File: config.mk
export PLATFORM = sky130hd
export DESIGN_NAME = uft_transmitter
export DESIGN_NICKNAME = d
export VERILOG_FILES = /design/src/uft_pkg.sv /design/src/uft_transmitter.sv
export VERILOG_INCLUDE_DIRS = /design/src /design/src/src
export SDC_FILE = /design/constraint.sdc
export NUM_CORES = 1
export LEC_CHECK = 0
export BUFFER_PORTS_ARGS = -buffer_cell sky130_fd_sc_hd__buf_2
export CAP_MARGIN = 15
export CORE_ASPECT_RATIO = 1.4
export CORE_MARGIN = 2
export CORE_UTILIZATION = 30
export DETAILED_ROUTE_END_ITERATION = 8
export HOLD_SLACK_MARGIN = 0.06
export PLACE_DENSITY = 0.61
export SLEW_MARGIN = 15
export SYNTH_ARGS = -nofsm -noshare
export SYNTH_HDL_FRONTEND = slang
export SYNTH_SLANG_ARGS = --single-unit
File: constraint.sdc
create_clock -name clk_in -period 6.14 [get_ports clk_in]
set_input_delay 1.228 -clock clk_in [delete_from_list [all_inputs] [get_ports clk_in]]
set_output_delay 1.228 -clock clk_in [all_outputs]
set_load 0.01 [all_outputs]
File: src/uft_params.svh
// offsets, field positions, reset values and divisor counts of the frame transmitter
// assumes inclusion by the package, by the transmitter module and by the bench
`ifndef UFT_PARAMS_SVH
`define UFT_PARAMS_SVH

// register byte offsets
`define UFT_OFS_DATA 8'h00
`define UFT_OFS_CTRL_B 8'h04
`define UFT_OFS_CTRL_C 8'h08
`define UFT_OFS_STATUS 8'h0c
`define UFT_OFS_BAUD 8'h10

// ctrl_status_b fields
`define UFT_B_TX_EN 0
`define UFT_B_NINTH 1

// ctrl_status_c fields
`define UFT_C_SIZE_LO 0
`define UFT_C_PAR_LO 3
`define UFT_C_STOP2 5
`define UFT_C_SYNC 6
`define UFT_C_POL 7
`define UFT_C_MASTER 8

// status fields
`define UFT_S_EMPTY 0
`define UFT_S_TXC 1
`define UFT_S_U2X 2

// reset values
`define UFT_RST_CTRL_B 2'h0
`define UFT_RST_CTRL_C 9'h006
`define UFT_RST_BAUD 12'h000

// transmitter divisors of the baud generator output
`define UFT_DIV_NORMAL 5'h10
`define UFT_DIV_DOUBLE 5'h08
`define UFT_DIV_SYNC 5'h02

// character size code of nine-bit characters
`define UFT_SIZE_NINE 3'h7

`endif

File: src/uft_pkg.sv
// types shared by the frame transmitter
// assumes uft_params.svh is on the include path
`include "uft_params.svh"

package uft_pkg;

    // frame format, common to transmitter and receiver
    typedef struct packed {
        logic [2:0] char_size_sel;
        logic [1:0] parity_mode_sel;
        logic stop_count_sel;
    } uft_fmt_s;

    // clocking mode
    typedef struct packed {
        logic sync_mode;
        logic clock_master;
        logic clock_polarity_bit;
        logic double_speed_bit;
    } uft_clk_s;

    typedef enum logic [2:0] {
        UFT_IDLE,
        UFT_START,
        UFT_DATA,
        UFT_PARITY,
        UFT_STOP1,
        UFT_STOP2
    } uft_state_e;

endpackage : uft_pkg

File: src/uft_transmitter.sv
// frame transmitter: AHB-Lite register slave, baud generator, one-level buffer, shift register
// assumes one clock clk_in at 10 MHz, synchronous reset, and a receiver fed from fmt_out
//
// Our own choices: the register offsets and the AHB-Lite slave port.
`timescale 1ns/1ns
`include "uft_params.svh"

module uft_transmitter
    import uft_pkg::*;
#(
    parameter int BAUD_W = 12
) (
    input wire logic clk_in,
    input wire logic srst_in,
    input wire logic ce_in,
    input wire logic hsel_in,
    input wire logic [31:0] haddr_in,
    input wire logic [1:0] htrans_in,
    input wire logic hwrite_in,
    input wire logic [2:0] hsize_in,
    input wire logic [31:0] hwdata_in,
    input wire logic hready_in,
    output logic [31:0] hrdata_out,
    output logic hreadyout_out,
    output logic hresp_out,
    output logic serial_out_pin_out,
    output logic serial_out_pin_oe_out,
    input wire logic transfer_clock_pin_in,
    output logic transfer_clock_pin_out,
    output logic transfer_clock_pin_oe_out,
    output uft_fmt_s fmt_out
);

    // ------------------------------------------------------------
    // helper functions
    // ------------------------------------------------------------

    // data bit count from the size code; reserved codes act as eight
    function automatic logic [3:0] data_bits(input logic [2:0] code);
        logic [3:0] n;
        n = 4'h8;
        if (code == `UFT_SIZE_NINE) begin
            n = 4'h9;
        end else if (code < 3'h4) begin
            n = {2'h1, code[1:0]} + 4'h1;
        end
        return n;
    endfunction : data_bits

    // keep only the bits that belong to the character
    function automatic logic [8:0] char_mask(input logic [2:0] code);
        return 9'h1ff >> (4'h9 - data_bits(code));
    endfunction : char_mask

    // ------------------------------------------------------------
    // register bus
    // ------------------------------------------------------------
    logic [1:0] ctrl_b_ff;
    logic [8:0] ctrl_c_ff;
    logic u2x_ff;
    logic [BAUD_W-1:0] baud_ff;
    logic wr_pend_ff;
    logic [7:0] wr_addr_ff;
    logic [31:0] hrdata_ff;
    logic buf_full_ff;
    logic [8:0] buf_ff;
    logic txc_ff;
    logic busy_ff;

    wire addr_take = ce_in & hsel_in & htrans_in[1] & hready_in;
    wire [7:0] addr_lo = {haddr_in[7:2], 2'h0};
    wire wr_act = ce_in & wr_pend_ff;
    wire wr_data = wr_act & (wr_addr_ff == `UFT_OFS_DATA);
    wire wr_ctrl_b = wr_act & (wr_addr_ff == `UFT_OFS_CTRL_B);
    wire wr_ctrl_c = wr_act & (wr_addr_ff == `UFT_OFS_CTRL_C);
    wire wr_status = wr_act & (wr_addr_ff == `UFT_OFS_STATUS);
    wire wr_baud = wr_act & (wr_addr_ff == `UFT_OFS_BAUD);
    wire tx_empty = ~buf_full_ff;

    // read mux, sampled in the address phase; unmapped reads give zero
    logic [31:0] rd_mux;
    always_comb begin
        rd_mux = 32'h0;
        unique case (addr_lo)
            `UFT_OFS_CTRL_B: rd_mux = {30'h0, ctrl_b_ff};
            `UFT_OFS_CTRL_C: rd_mux = {23'h0, ctrl_c_ff};
            `UFT_OFS_STATUS: rd_mux = {29'h0, u2x_ff, txc_ff, tx_empty};
            `UFT_OFS_BAUD: rd_mux = {{(32-BAUD_W){1'b0}}, baud_ff};
            default: rd_mux = 32'h0;
        endcase
    end

    assign hreadyout_out = ce_in; // zero wait states while running
    assign hresp_out = 1'b0;
    assign hrdata_out = hrdata_ff;

    // address phase capture and configuration writes
    always_ff @(posedge clk_in) begin
        if (srst_in) begin
            wr_pend_ff <= 1'b0;
            wr_addr_ff <= 8'h0;
            hrdata_ff <= 32'h0;
            ctrl_b_ff <= `UFT_RST_CTRL_B;
            ctrl_c_ff <= `UFT_RST_CTRL_C;
            u2x_ff <= 1'b0;
            baud_ff <= `UFT_RST_BAUD;
        end else if (ce_in) begin
            wr_pend_ff <= addr_take & hwrite_in;
            wr_addr_ff <= addr_lo;
            if (addr_take & ~hwrite_in) begin
                hrdata_ff <= rd_mux;
            end
            if (wr_ctrl_b) begin
                ctrl_b_ff <= hwdata_in[1:0];
            end
            if (wr_ctrl_c) begin
                ctrl_c_ff <= hwdata_in[8:0];
            end
            if (wr_status) begin
                u2x_ff <= hwdata_in[`UFT_S_U2X];
            end
            if (wr_baud) begin
                baud_ff <= hwdata_in[BAUD_W-1:0];
            end
        end
    end

    // format and clock fields
    uft_fmt_s fmt;
    uft_clk_s clkm;
    assign fmt.char_size_sel = ctrl_c_ff[`UFT_C_SIZE_LO +: 3];
    assign fmt.parity_mode_sel = ctrl_c_ff[`UFT_C_PAR_LO +: 2];
    assign fmt.stop_count_sel = ctrl_c_ff[`UFT_C_STOP2];
    assign clkm.sync_mode = ctrl_c_ff[`UFT_C_SYNC];
    assign clkm.clock_master = ctrl_c_ff[`UFT_C_MASTER];
    assign clkm.clock_polarity_bit = ctrl_c_ff[`UFT_C_POL];
    assign clkm.double_speed_bit = u2x_ff & ~ctrl_c_ff[`UFT_C_SYNC];
    // receiver takes the very same setting; it checks only the first stop bit
    assign fmt_out = fmt;
    wire tx_enable_bit = ctrl_b_ff[`UFT_B_TX_EN];
    wire par_en = fmt.parity_mode_sel[1];

    // ------------------------------------------------------------
    // baud generator and bit timing
    // ------------------------------------------------------------
    logic [BAUD_W-1:0] bcnt_ff;
    logic [4:0] div_ff;
    logic phase_ff;
    logic [2:0] xck_sync_ff;
    logic xck_lvl_ff;

    wire baud_tick = ce_in & (bcnt_ff == '0);
    wire [4:0] div_sel = clkm.double_speed_bit ? `UFT_DIV_DOUBLE : `UFT_DIV_NORMAL;
    // compare by range so a switch from 16 to 8 cannot strand the divider above its end point
    wire async_tick = baud_tick & (div_ff >= div_sel - 5'h1);
    wire master_tick = baud_tick & ~phase_ff;
    wire xck_agree = xck_sync_ff[1] == xck_sync_ff[2];
    wire xck_change = ce_in & xck_agree & (xck_sync_ff[1] != xck_lvl_ff);
    // change edge is rising for polarity zero, falling for one
    wire slave_tick = xck_change & (xck_sync_ff[1] ^ clkm.clock_polarity_bit);
    wire sync_tick = clkm.clock_master ? master_tick : slave_tick;
    wire bit_tick = clkm.sync_mode ? sync_tick : async_tick;

    // down-counter reloads on zero or on a divisor write
    always_ff @(posedge clk_in) begin
        if (srst_in) begin
            bcnt_ff <= '0;
            div_ff <= 5'h0;
            phase_ff <= 1'b0;
        end else if (ce_in) begin
            bcnt_ff <= wr_baud ? hwdata_in[BAUD_W-1:0] : (baud_tick ? baud_ff : bcnt_ff - 1'b1);
            if (baud_tick) begin
                div_ff <= async_tick ? 5'h0 : div_ff + 5'h1;
                phase_ff <= ~phase_ff;
            end
        end
    end

    // external transfer clock: three stages, level accepted when two agree
    always_ff @(posedge clk_in) begin
        if (srst_in) begin
            xck_sync_ff <= 3'h0;
            xck_lvl_ff <= 1'b0;
        end else if (ce_in) begin
            xck_sync_ff <= {xck_sync_ff[1:0], transfer_clock_pin_in};
            if (xck_agree) begin
                xck_lvl_ff <= xck_sync_ff[1];
            end
        end
    end

    // master drives the pin; data changes as phase rises
    assign transfer_clock_pin_out = phase_ff ^ clkm.clock_polarity_bit;
    assign transfer_clock_pin_oe_out = clkm.sync_mode & clkm.clock_master;

    // ------------------------------------------------------------
    // transmit buffer and shift register
    // ------------------------------------------------------------
    uft_state_e state_ff;
    uft_state_e nxt_state;
    logic [8:0] shift_ff;
    logic [3:0] cnt_ff;
    logic par_ff;
    logic txd_ff;

    wire tx_active = tx_enable_bit | busy_ff | buf_full_ff;
    wire last_data = cnt_ff == data_bits(fmt.char_size_sel) - 4'h1;
    wire frame_end = bit_tick & (((state_ff == UFT_STOP1) & ~fmt.stop_count_sel) | (state_ff == UFT_STOP2));
    // load when idle, or right at the end of the last stop bit
    wire load = bit_tick & buf_full_ff & tx_active & ((state_ff == UFT_IDLE) | frame_end);
    wire [8:0] buf_char = buf_ff & char_mask(fmt.char_size_sel);
    wire par_calc = ^buf_char ^ fmt.parity_mode_sel[0];

    // state sequencing on bit ticks
    always_comb begin
        nxt_state = state_ff;
        if (load) begin
            nxt_state = UFT_START;
        end else if (bit_tick) begin
            unique case (state_ff)
                UFT_IDLE: nxt_state = UFT_IDLE;
                UFT_START: nxt_state = UFT_DATA;
                UFT_DATA: nxt_state = last_data ? (par_en ? UFT_PARITY : UFT_STOP1) : UFT_DATA;
                UFT_PARITY: nxt_state = UFT_STOP1;
                UFT_STOP1: nxt_state = fmt.stop_count_sel ? UFT_STOP2 : UFT_IDLE;
                UFT_STOP2: nxt_state = UFT_IDLE;
            endcase
        end
    end

    // serial line level for the state being entered
    logic nxt_txd;
    always_comb begin
        nxt_txd = 1'b1;
        unique case (nxt_state)
            UFT_START: nxt_txd = 1'b0;
            UFT_DATA: nxt_txd = (state_ff == UFT_START) ? shift_ff[0] : shift_ff[1];
            UFT_PARITY: nxt_txd = par_ff;
            default: nxt_txd = 1'b1;
        endcase
    end

    // the ninth bit is caught from the control bit at the data write
    always_ff @(posedge clk_in) begin
        if (srst_in) begin
            buf_full_ff <= 1'b0;
            buf_ff <= 9'h0;
            txc_ff <= 1'b0;
        end else if (ce_in) begin
            if (wr_data) begin
                buf_ff <= {ctrl_b_ff[`UFT_B_NINTH], hwdata_in[7:0]};
                buf_full_ff <= 1'b1;
            end else if (load) begin
                buf_full_ff <= 1'b0;
            end
            // hardware set wins over a one written to clear
            if (frame_end & ~buf_full_ff) begin
                txc_ff <= 1'b1;
            end else if (wr_status & hwdata_in[`UFT_S_TXC]) begin
                txc_ff <= 1'b0;
            end
        end
    end

    // shift register, data bit counter and line register
    always_ff @(posedge clk_in) begin
        if (srst_in) begin
            state_ff <= UFT_IDLE;
            shift_ff <= 9'h0;
            cnt_ff <= 4'h0;
            par_ff <= 1'b0;
            txd_ff <= 1'b1;
            busy_ff <= 1'b0;
        end else if (ce_in) begin
            state_ff <= nxt_state;
            // the line moves only on bit ticks, so every bit stands one full period
            if (bit_tick) begin
                txd_ff <= nxt_txd;
            end
            busy_ff <= nxt_state != UFT_IDLE;
            if (load) begin
                shift_ff <= buf_char;
                par_ff <= par_calc;
                cnt_ff <= 4'h0;
            end else if (bit_tick & (state_ff == UFT_DATA)) begin
                shift_ff <= shift_ff >> 1;
                cnt_ff <= cnt_ff + 4'h1;
            end
        end
    end

    // pin handed over while enabled or until pending data has gone
    assign serial_out_pin_out = txd_ff;
    assign serial_out_pin_oe_out = tx_active;

    // ------------------------------------------------------------
    // checks
    // ------------------------------------------------------------
    a_start_low: assert property (@(posedge clk_in) disable iff (srst_in)
        (state_ff == UFT_START) |-> !txd_ff) else $error("start bit not low");
    a_stop_high: assert property (@(posedge clk_in) disable iff (srst_in)
        (state_ff == UFT_STOP1 || state_ff == UFT_STOP2) |-> txd_ff) else $error("stop bit not high");
    a_idle_high: assert property (@(posedge clk_in) disable iff (srst_in)
        (state_ff == UFT_IDLE && tx_enable_bit) |-> serial_out_pin_out && serial_out_pin_oe_out)
        else $error("idle line not high");
    a_lsb_first: assert property (@(posedge clk_in) disable iff (srst_in)
        (ce_in && bit_tick && state_ff == UFT_DATA && !last_data) |=> txd_ff == $past(shift_ff[1]))
        else $error("data bit order wrong");
    a_parity_bit: assert property (@(posedge clk_in) disable iff (srst_in)
        (state_ff == UFT_PARITY) |-> txd_ff == par_ff) else $error("parity bit wrong");
    a_buffer_empty: assert property (@(posedge clk_in) disable iff (srst_in)
        wr_data |=> !tx_empty) else $error("buffer empty after write");
    a_txc_set: assert property (@(posedge clk_in) disable iff (srst_in)
        (frame_end && !buf_full_ff) |=> txc_ff) else $error("complete flag not set");
    a_buffer_move: assert property (@(posedge clk_in) disable iff (srst_in)
        (load && !wr_data) |=> state_ff == UFT_START && tx_empty) else $error("buffer not moved");
    a_pin_enable: assert property (@(posedge clk_in) disable iff (srst_in)
        tx_enable_bit |-> serial_out_pin_oe_out) else $error("pin not taken");
    a_stop_count: assert property (@(posedge clk_in) disable iff (srst_in)
        (ce_in && bit_tick && state_ff == UFT_STOP1 && fmt.stop_count_sel && !load) |=> state_ff == UFT_STOP2)
        else $error("second stop bit missing");

endmodule : uft_transmitter

==> out/qor.yml, run 1 <==
synthFlopType: "dfxtp_1"
grt_usage: 0.1523
finalNonFillerCells: 833
grt_pass1_wl_um: 21220
hold_buffers: 0
crit_path_start_kind: "primary input"
rr_worst_depth: 10
start_util: 0.3079
cts_resized: 0
synth-edff-count: 0
dp.cells: 817
final_net_count: 718
root_buffer: "clkbuf_16"
cts_setup_buffers: 0
worstSkewPairLatency_ns: 0.35
crit_family: "compound AO/OA/AOI/OAI gates"
min_period_over_period: 0.6716
dieArea_um2: 17730
ioPinCount: 120
ys_ff_latch: 95
crit_buf_inv: 1
placementRows: 55
cts.sinks: 95
ys_warn_count: 0
worst_pin_slew_ns: 1.118
cts_buffers: 9
portBuffers: 48
power_w: 0.001368
hp-class: "register to register"
clockBufferDepth: 2
cts_tree: "yes"
hold_violations: 0
vdd_drop_max_v: 0.0001447
die_h_um: 156.8
clock_skew_ns: 0.006375
critPathMaxStageDelay_ns: 0.90
outcome: "finished with violations"
vias: 4305
drt_pass1_iterations: 7
cp_data_required_time_ns: 6.41
grt_max_degree: 66
drive_above_1_share: 0.1293
gp_congestion: 0.8180
netlist_area_um2: 5000
cp_num_cells: 8
crit_type: "primary input to register"
max-cap-violations: 0
period_needed_ns: 4.123
dp_hpwl_um: 9362
critical_path_arrival_ns: 4.39
setup_viol: 0
post-route-drc-count: 6
wire_per_inst_um: 15.79
p_leak_nw: 2.231
ant_nets: 0
area_growth_pct: 12.66
cpMaxStageDelayCell: "a2111oi_4"
drt_iter0_markers: 286
clock.fmax_ghz: 0.2425
final_max_slew_viol_count: 0
synthCells: 596
multi_input_area_um2: 2824
clk_pin_slew_ns: 0.07
slew_headroom: 0.2546
syn_area_per_cell_um2: 8.389
wirelength_um: 13150
hold_path_depth: 2
htree_levels: 3
yosysSeqAreaShare: 0.3804
worst-path-max-fanout: 16
coreArea_um2: 16240
grt_antenna_before_repair: 0
fill_cells: 1724
most-common-layout-cells: "dfxtp_1, nor2_1, nand2_1"
path_cells: "buf_2, and4bb_1, and4_1, a21oi_1, or2_1, a2111oi_4, mux2i_1, a211oi_2"
antenna_cells: 0
seqCellArea_um2: 1902
grt_pass1_vias: 4063
dieWidth_um: 113.1
fin_tns_setup_ns: 0
violations: "design-rule violations"
overflow: 0
vias_per_cell: 5.168
final_common_cell: "dfxtp_1"
crit_path_end_kind: "register"
synthDistinctLibCells: 62
powerDensity_nw_per_um2: 242.8
grt_setup_unrepaired: "false"
async_flop_share: 0
==> state kept, by name (all words and copies together) (netlist names) <==
signal and cells:
baud_ff 12, bcnt_ff 12, hrdata_out 12, buf_ff 9, ctrl_c_ff 9, shift_ff 9, wr_addr_ff 6, div_ff 5
cnt_ff 4, state_ff 3, xck_sync_ff 3, ctrl_b_ff 2, buf_full_ff 1, busy_ff 1, par_ff 1, phase_ff 1
serial_out_pin_out 1, txc_ff 1, u2x_ff 1, wr_pend_ff 1, xck_lvl_ff 1
==> metrics by stage <==
| stage | hold slack (ns) | util | area, um^2 | setup slack (ns) |
|---|---|---|---|---|
| 2_1_floorplan | 0.4324 | - | 5075 | 3.022 |
| 3_5_place_dp | 0.4476 | 0.3278 | 5324 | 1.644 |
| 5_1_grt | 0.4774 | 0.3468 | 5633 | 1.729 |
| 3_3_place_gp | 0.4412 | 0.3278 | 5324 | 1.684 |
| 6_report | 0.4545 | 0.3468 | 5633 | 2.017 |
| 4_1_cts | 0.4588 | 0.3468 | 5633 | 1.979 |
==> cells in the mapped netlist (3+ instances only) <==
library cell / count / area share
nor3b_1: 3 / 0.0045
nand3_1: 13 / 0.013
o211ai_1: 10 / 0.015
a21oi_1: 37 / 0.037
nor4_1: 3 / 0.0038
clkbuf_1: 25 / 0.019
a31oi_1: 4 / 0.0050
nand4_1: 8 / 0.010
a221oi_1: 6 / 0.011
ha_1: 13 / 0.033
nand2b_1: 9 / 0.011
o21ai_0: 19 / 0.019
a22oi_1: 7 / 0.011
nand3b_1: 3 / 0.0045
dfxtp_1: 95 / 0.38
nor2_1: 88 / 0.066
buf_4: 23 / 0.035
xnor2_1: 9 / 0.016
nor2b_1: 8 / 0.010
a211oi_2: 4 / 0.010
xor2_1: 10 / 0.018
a211oi_1: 6 / 0.0090
nand2_1: 60 / 0.045
a311oi_1: 13 / 0.023
mux2i_1: 37 / 0.074
inv_1: 16 / 0.012
or3_1: 4 / 0.0050
nor3_1: 17 / 0.017
==> worst reg2reg max path: stages, from the launching register on <==
cell      delay, ns
dfxtp_1        0.50
ha_1           0.36
o21ai_0        0.21
ha_1           0.26
xor2_1         0.18
or4_1          0.41
o2111a_1       0.16
nor4_1         0.71
a21oi_1        0.21
o32a_1         0.35
a311oi_1       0.24
==> power by group <==
group	total [W]	switching [W]	leakage (nW)	internal, W
Sequential	0.000649	0.0000183	0.770	0.000630
Clock	0.000587	0.000249	0.152	0.000337
Combinational	0.000132	0.0000811	1.31	0.0000514
==> layer usage <==
metal | global-route usage | routed length (um) | vias up
met5 | 0 | 0 | -
met2 | 0.2715 | 6828 | 80
met3 | 0.02479 | 434 | 17
met4 | 0.05923 | 287 | 0
li1 | - | - | 2143
met1 | 0.1818 | 5602 | 2065
==> path summary, 6_finish.rpt <==
path,from,endpoint,slack [ns]
setup / recovery,ce_in,shift_ff[3],2.02
hold / removal,hrdata_out[11],hrdata_out[11],0.45
setup reg to reg,ctrl_c_ff[0],busy_ff,2.46
hold reg to reg,hrdata_out[11],hrdata_out[11],0.45
==> layout make-up <==
type	instances	share of cell area
Inverter	17	0.01133
Multi-Input combinational cell	452	0.5013
Sequential cell	95	0.3376
Timing Repair Buffer	54	0.05064
Clock buffer	11	0.04487
Tap cell	199	0.04420
Clock inverter	5	0.009996
==> cells by family (layout without fill, tap and decap cells) <==
| family | count (synthesis) | after routing | share of synthesized area |
|---|---|---|---|
| compound gates | 127 | 127 | 0.1792 |
| xor+xnor | 20 | 20 | 0.03779 |
| fa+ha+maj | 13 | 13 | 0.03253 |
| buf+inv | 69 | 87 | 0.07082 |
| flops | 95 | 95 | 0.3804 |
| mux | 37 | 37 | 0.07408 |
| other cells | 1 | 21 | 0.0007500 |
| simple gates | 234 | 234 | 0.2245 |
No activity file was read; power rests on OpenSTA's default activity.
==> run 2, diff against run 1 <==
clock period = 4 ns   (was 6.14 ns; I/O delays follow)
==> run 2 against run 1 <==
The flow still finishes with violations (design-rule violations). Global-route usage shrank 0.54 points. Clock power is 40% higher. First-iteration DRC count fell by 0.70%. Non-clock buffer count is 5 higher. Count of clock-buffer cells in the layout fell by 2. Cell area rose by 0.16%. Register-to-register slack worse by 1.7 ns. Combinational power rose by 55%. Critical endpoint is now busy_ff. Largest cell class unchanged. Highest routed layer unchanged.
==> out/qor.yml, run 2 (synthesis results as in run 1) <==
final_max_slew_viol_count: 0
overflow: 0
slew_headroom: 0.3640
hold_buffers: 0
coreArea_um2: 16240
violations: "design-rule violations"
multi_input_area_um2: 2824
grt_antenna_before_repair: 0
outcome: "finished with violations"
wire_per_inst_um: 15.49
holdPathEnd: "hrdata_out[9]"
most-common-layout-cells: "dfxtp_1, nor2_1, nand2_1"
vias_per_cell: 5.089
crit_path_end_kind: "register"
dp_hpwl_um: 9461
r2r_setup_slack_ns: 0.71
p_leak_nw: 2.245
min_period_over_period: 0.8215
fin_tns_setup_ns: 0
clock.fmax_ghz: 0.3043
crit_buf_inv: 1
cts_buffers: 9
gp_congestion: 0.8084
seqCellArea_um2: 1902
rr_worst_depth: 11
path_cells: "ha_1, o21ai_0, ha_1, xor2_1, or4_1, o2111a_1, nor4_1, buf_4, a21oi_1, o32a_1, a311oi_1"
max-cap-violations: 0
vias: 4265
cts.sinks: 95
htree_levels: 3
area_growth_pct: 12.84
antenna_cells: 0
crit_family: "compound AO/OA/AOI/OAI gates"
powerDensity_nw_per_um2: 357.8
hold_path_depth: 2
critical_path_arrival_ns: 3.54
ant_nets: 0
grt_pass1_vias: 3943
cts_tree: "yes"
r2r_end: "busy_ff"
final_net_count: 723
r2r-start: "ctrl_c_ff[0]"
grt_setup_unrepaired: "false"
hp-class: "register to register"
portBuffers: 48
hold_violations: 0
clockBufferDepth: 2
crit_type: "register to register"
cts_resized: 0
root_buffer: "clkbuf_16"
setup_viol: 0
placementRows: 55
start_util: 0.3079
crit_path_start_kind: "register"
period_needed_ns: 3.286
cpMaxStageDelayCell: "dfxtp_1"
cts_setup_buffers: 0
post-route-drc-count: 6
critPathMaxStageDelay_ns: 0.51
final_common_cell: "dfxtp_1"
drt_iter0_markers: 284
grt_pass1_wl_um: 20600
worstSkewPairLatency_ns: 0.35
drive_above_1_share: 0.1362
wirelength_um: 12980
power_w: 0.002018
vdd_drop_max_v: 0.0001647
drt_pass1_iterations: 6
dieArea_um2: 17730
hold_path_startpoint: "hrdata_out[9]"
cp_data_required_time_ns: 4.26
ioPinCount: 120
die_h_um: 156.8
dieWidth_um: 113.1
crit_top_cell: "ha_1"
worst_pin_slew_ns: 0.9511
worst-path-max-fanout: 9
place_area_um2: 5361
clock_skew_ns: 0.009322
grt_usage: 0.1469
fill_cells: 1718
design_area_um2: 5642
grt_max_degree: 37
clk_pin_slew_ns: 0.07
## run 2: cell types whose count changed in the layout (fill, tap and decap cells not counted), sizes merged
cell,change
inv,+3
clkbuf,-2
bufinv,-1
buf,+5
## run 2: where the power goes
group          total [W]  internal [W]  leakage (nW)  switching [W]
sequential      0.000995      0.000967         0.770      0.0000277
clock           0.000820      0.000429         0.138       0.000390
combinational   0.000204     0.0000804          1.34       0.000123
total            0.00202       0.00148          2.24       0.000541
## run 2: through the flow
stage	instances	hold slack, ns	utilization	worst slack (ns)
final	838	0.4572	0.3474	0.7141
after global routing	838	0.4885	0.3474	0.4817
after CTS	838	0.4624	0.3474	0.6883
after detailed placement	822	0.4458	0.3301	0.5329
after global placement	822	0.4374	0.3301	0.5364
after floorplan	616	0.4324	-	0.9919
## run 2: cell type report
cell class,count,share of cell area
Sequential cell,95,0.3371
Inverter,17,0.01131
Multi-Input combinational cell,452,0.5006
Clock buffer,9,0.03992
Clock inverter,7,0.009758
Timing Repair Buffer,59,0.05722
Tap cell,199,0.04413
## run 2: routing by layer
metal	GRT usage	vias to the layer above	wire length, um
li1	-	2164	-
met1	0.1699	2015	5589
met2	0.2729	72	6789
met3	0.02711	14	422
met4	0.04355	0	179
met5	0	-	0
## run 2: worst reg2reg max path, cell delays in order, from the launching register on
cell and delay [ns]:
dfxtp_1 0.51, ha_1 0.36, o21ai_0 0.20, ha_1 0.25, xor2_1 0.18, or4_1 0.43
o2111a_1 0.17, nor4_1 0.28, buf_4 0.18, a21oi_1 0.08, o32a_1 0.32, a311oi_1 0.24
## run 2: how the worst max path moves through the flow
stage / slack, ns / startpoint / endpoint / cells after the start
2_1_floorplan: 0.99 / ctrl_c_ff[0] / busy_ff / 10
3_3_place_gp: 0.54 / ce_in / shift_ff[2] / 9
3_5_place_dp: 0.53 / ce_in / shift_ff[3] / 9
4_1_cts: 0.69 / ctrl_c_ff[0] / busy_ff / 11
5_1_grt: 0.48 / ctrl_c_ff[0] / busy_ff / 11
6_report: 0.71 / ctrl_c_ff[0] / busy_ff / 11
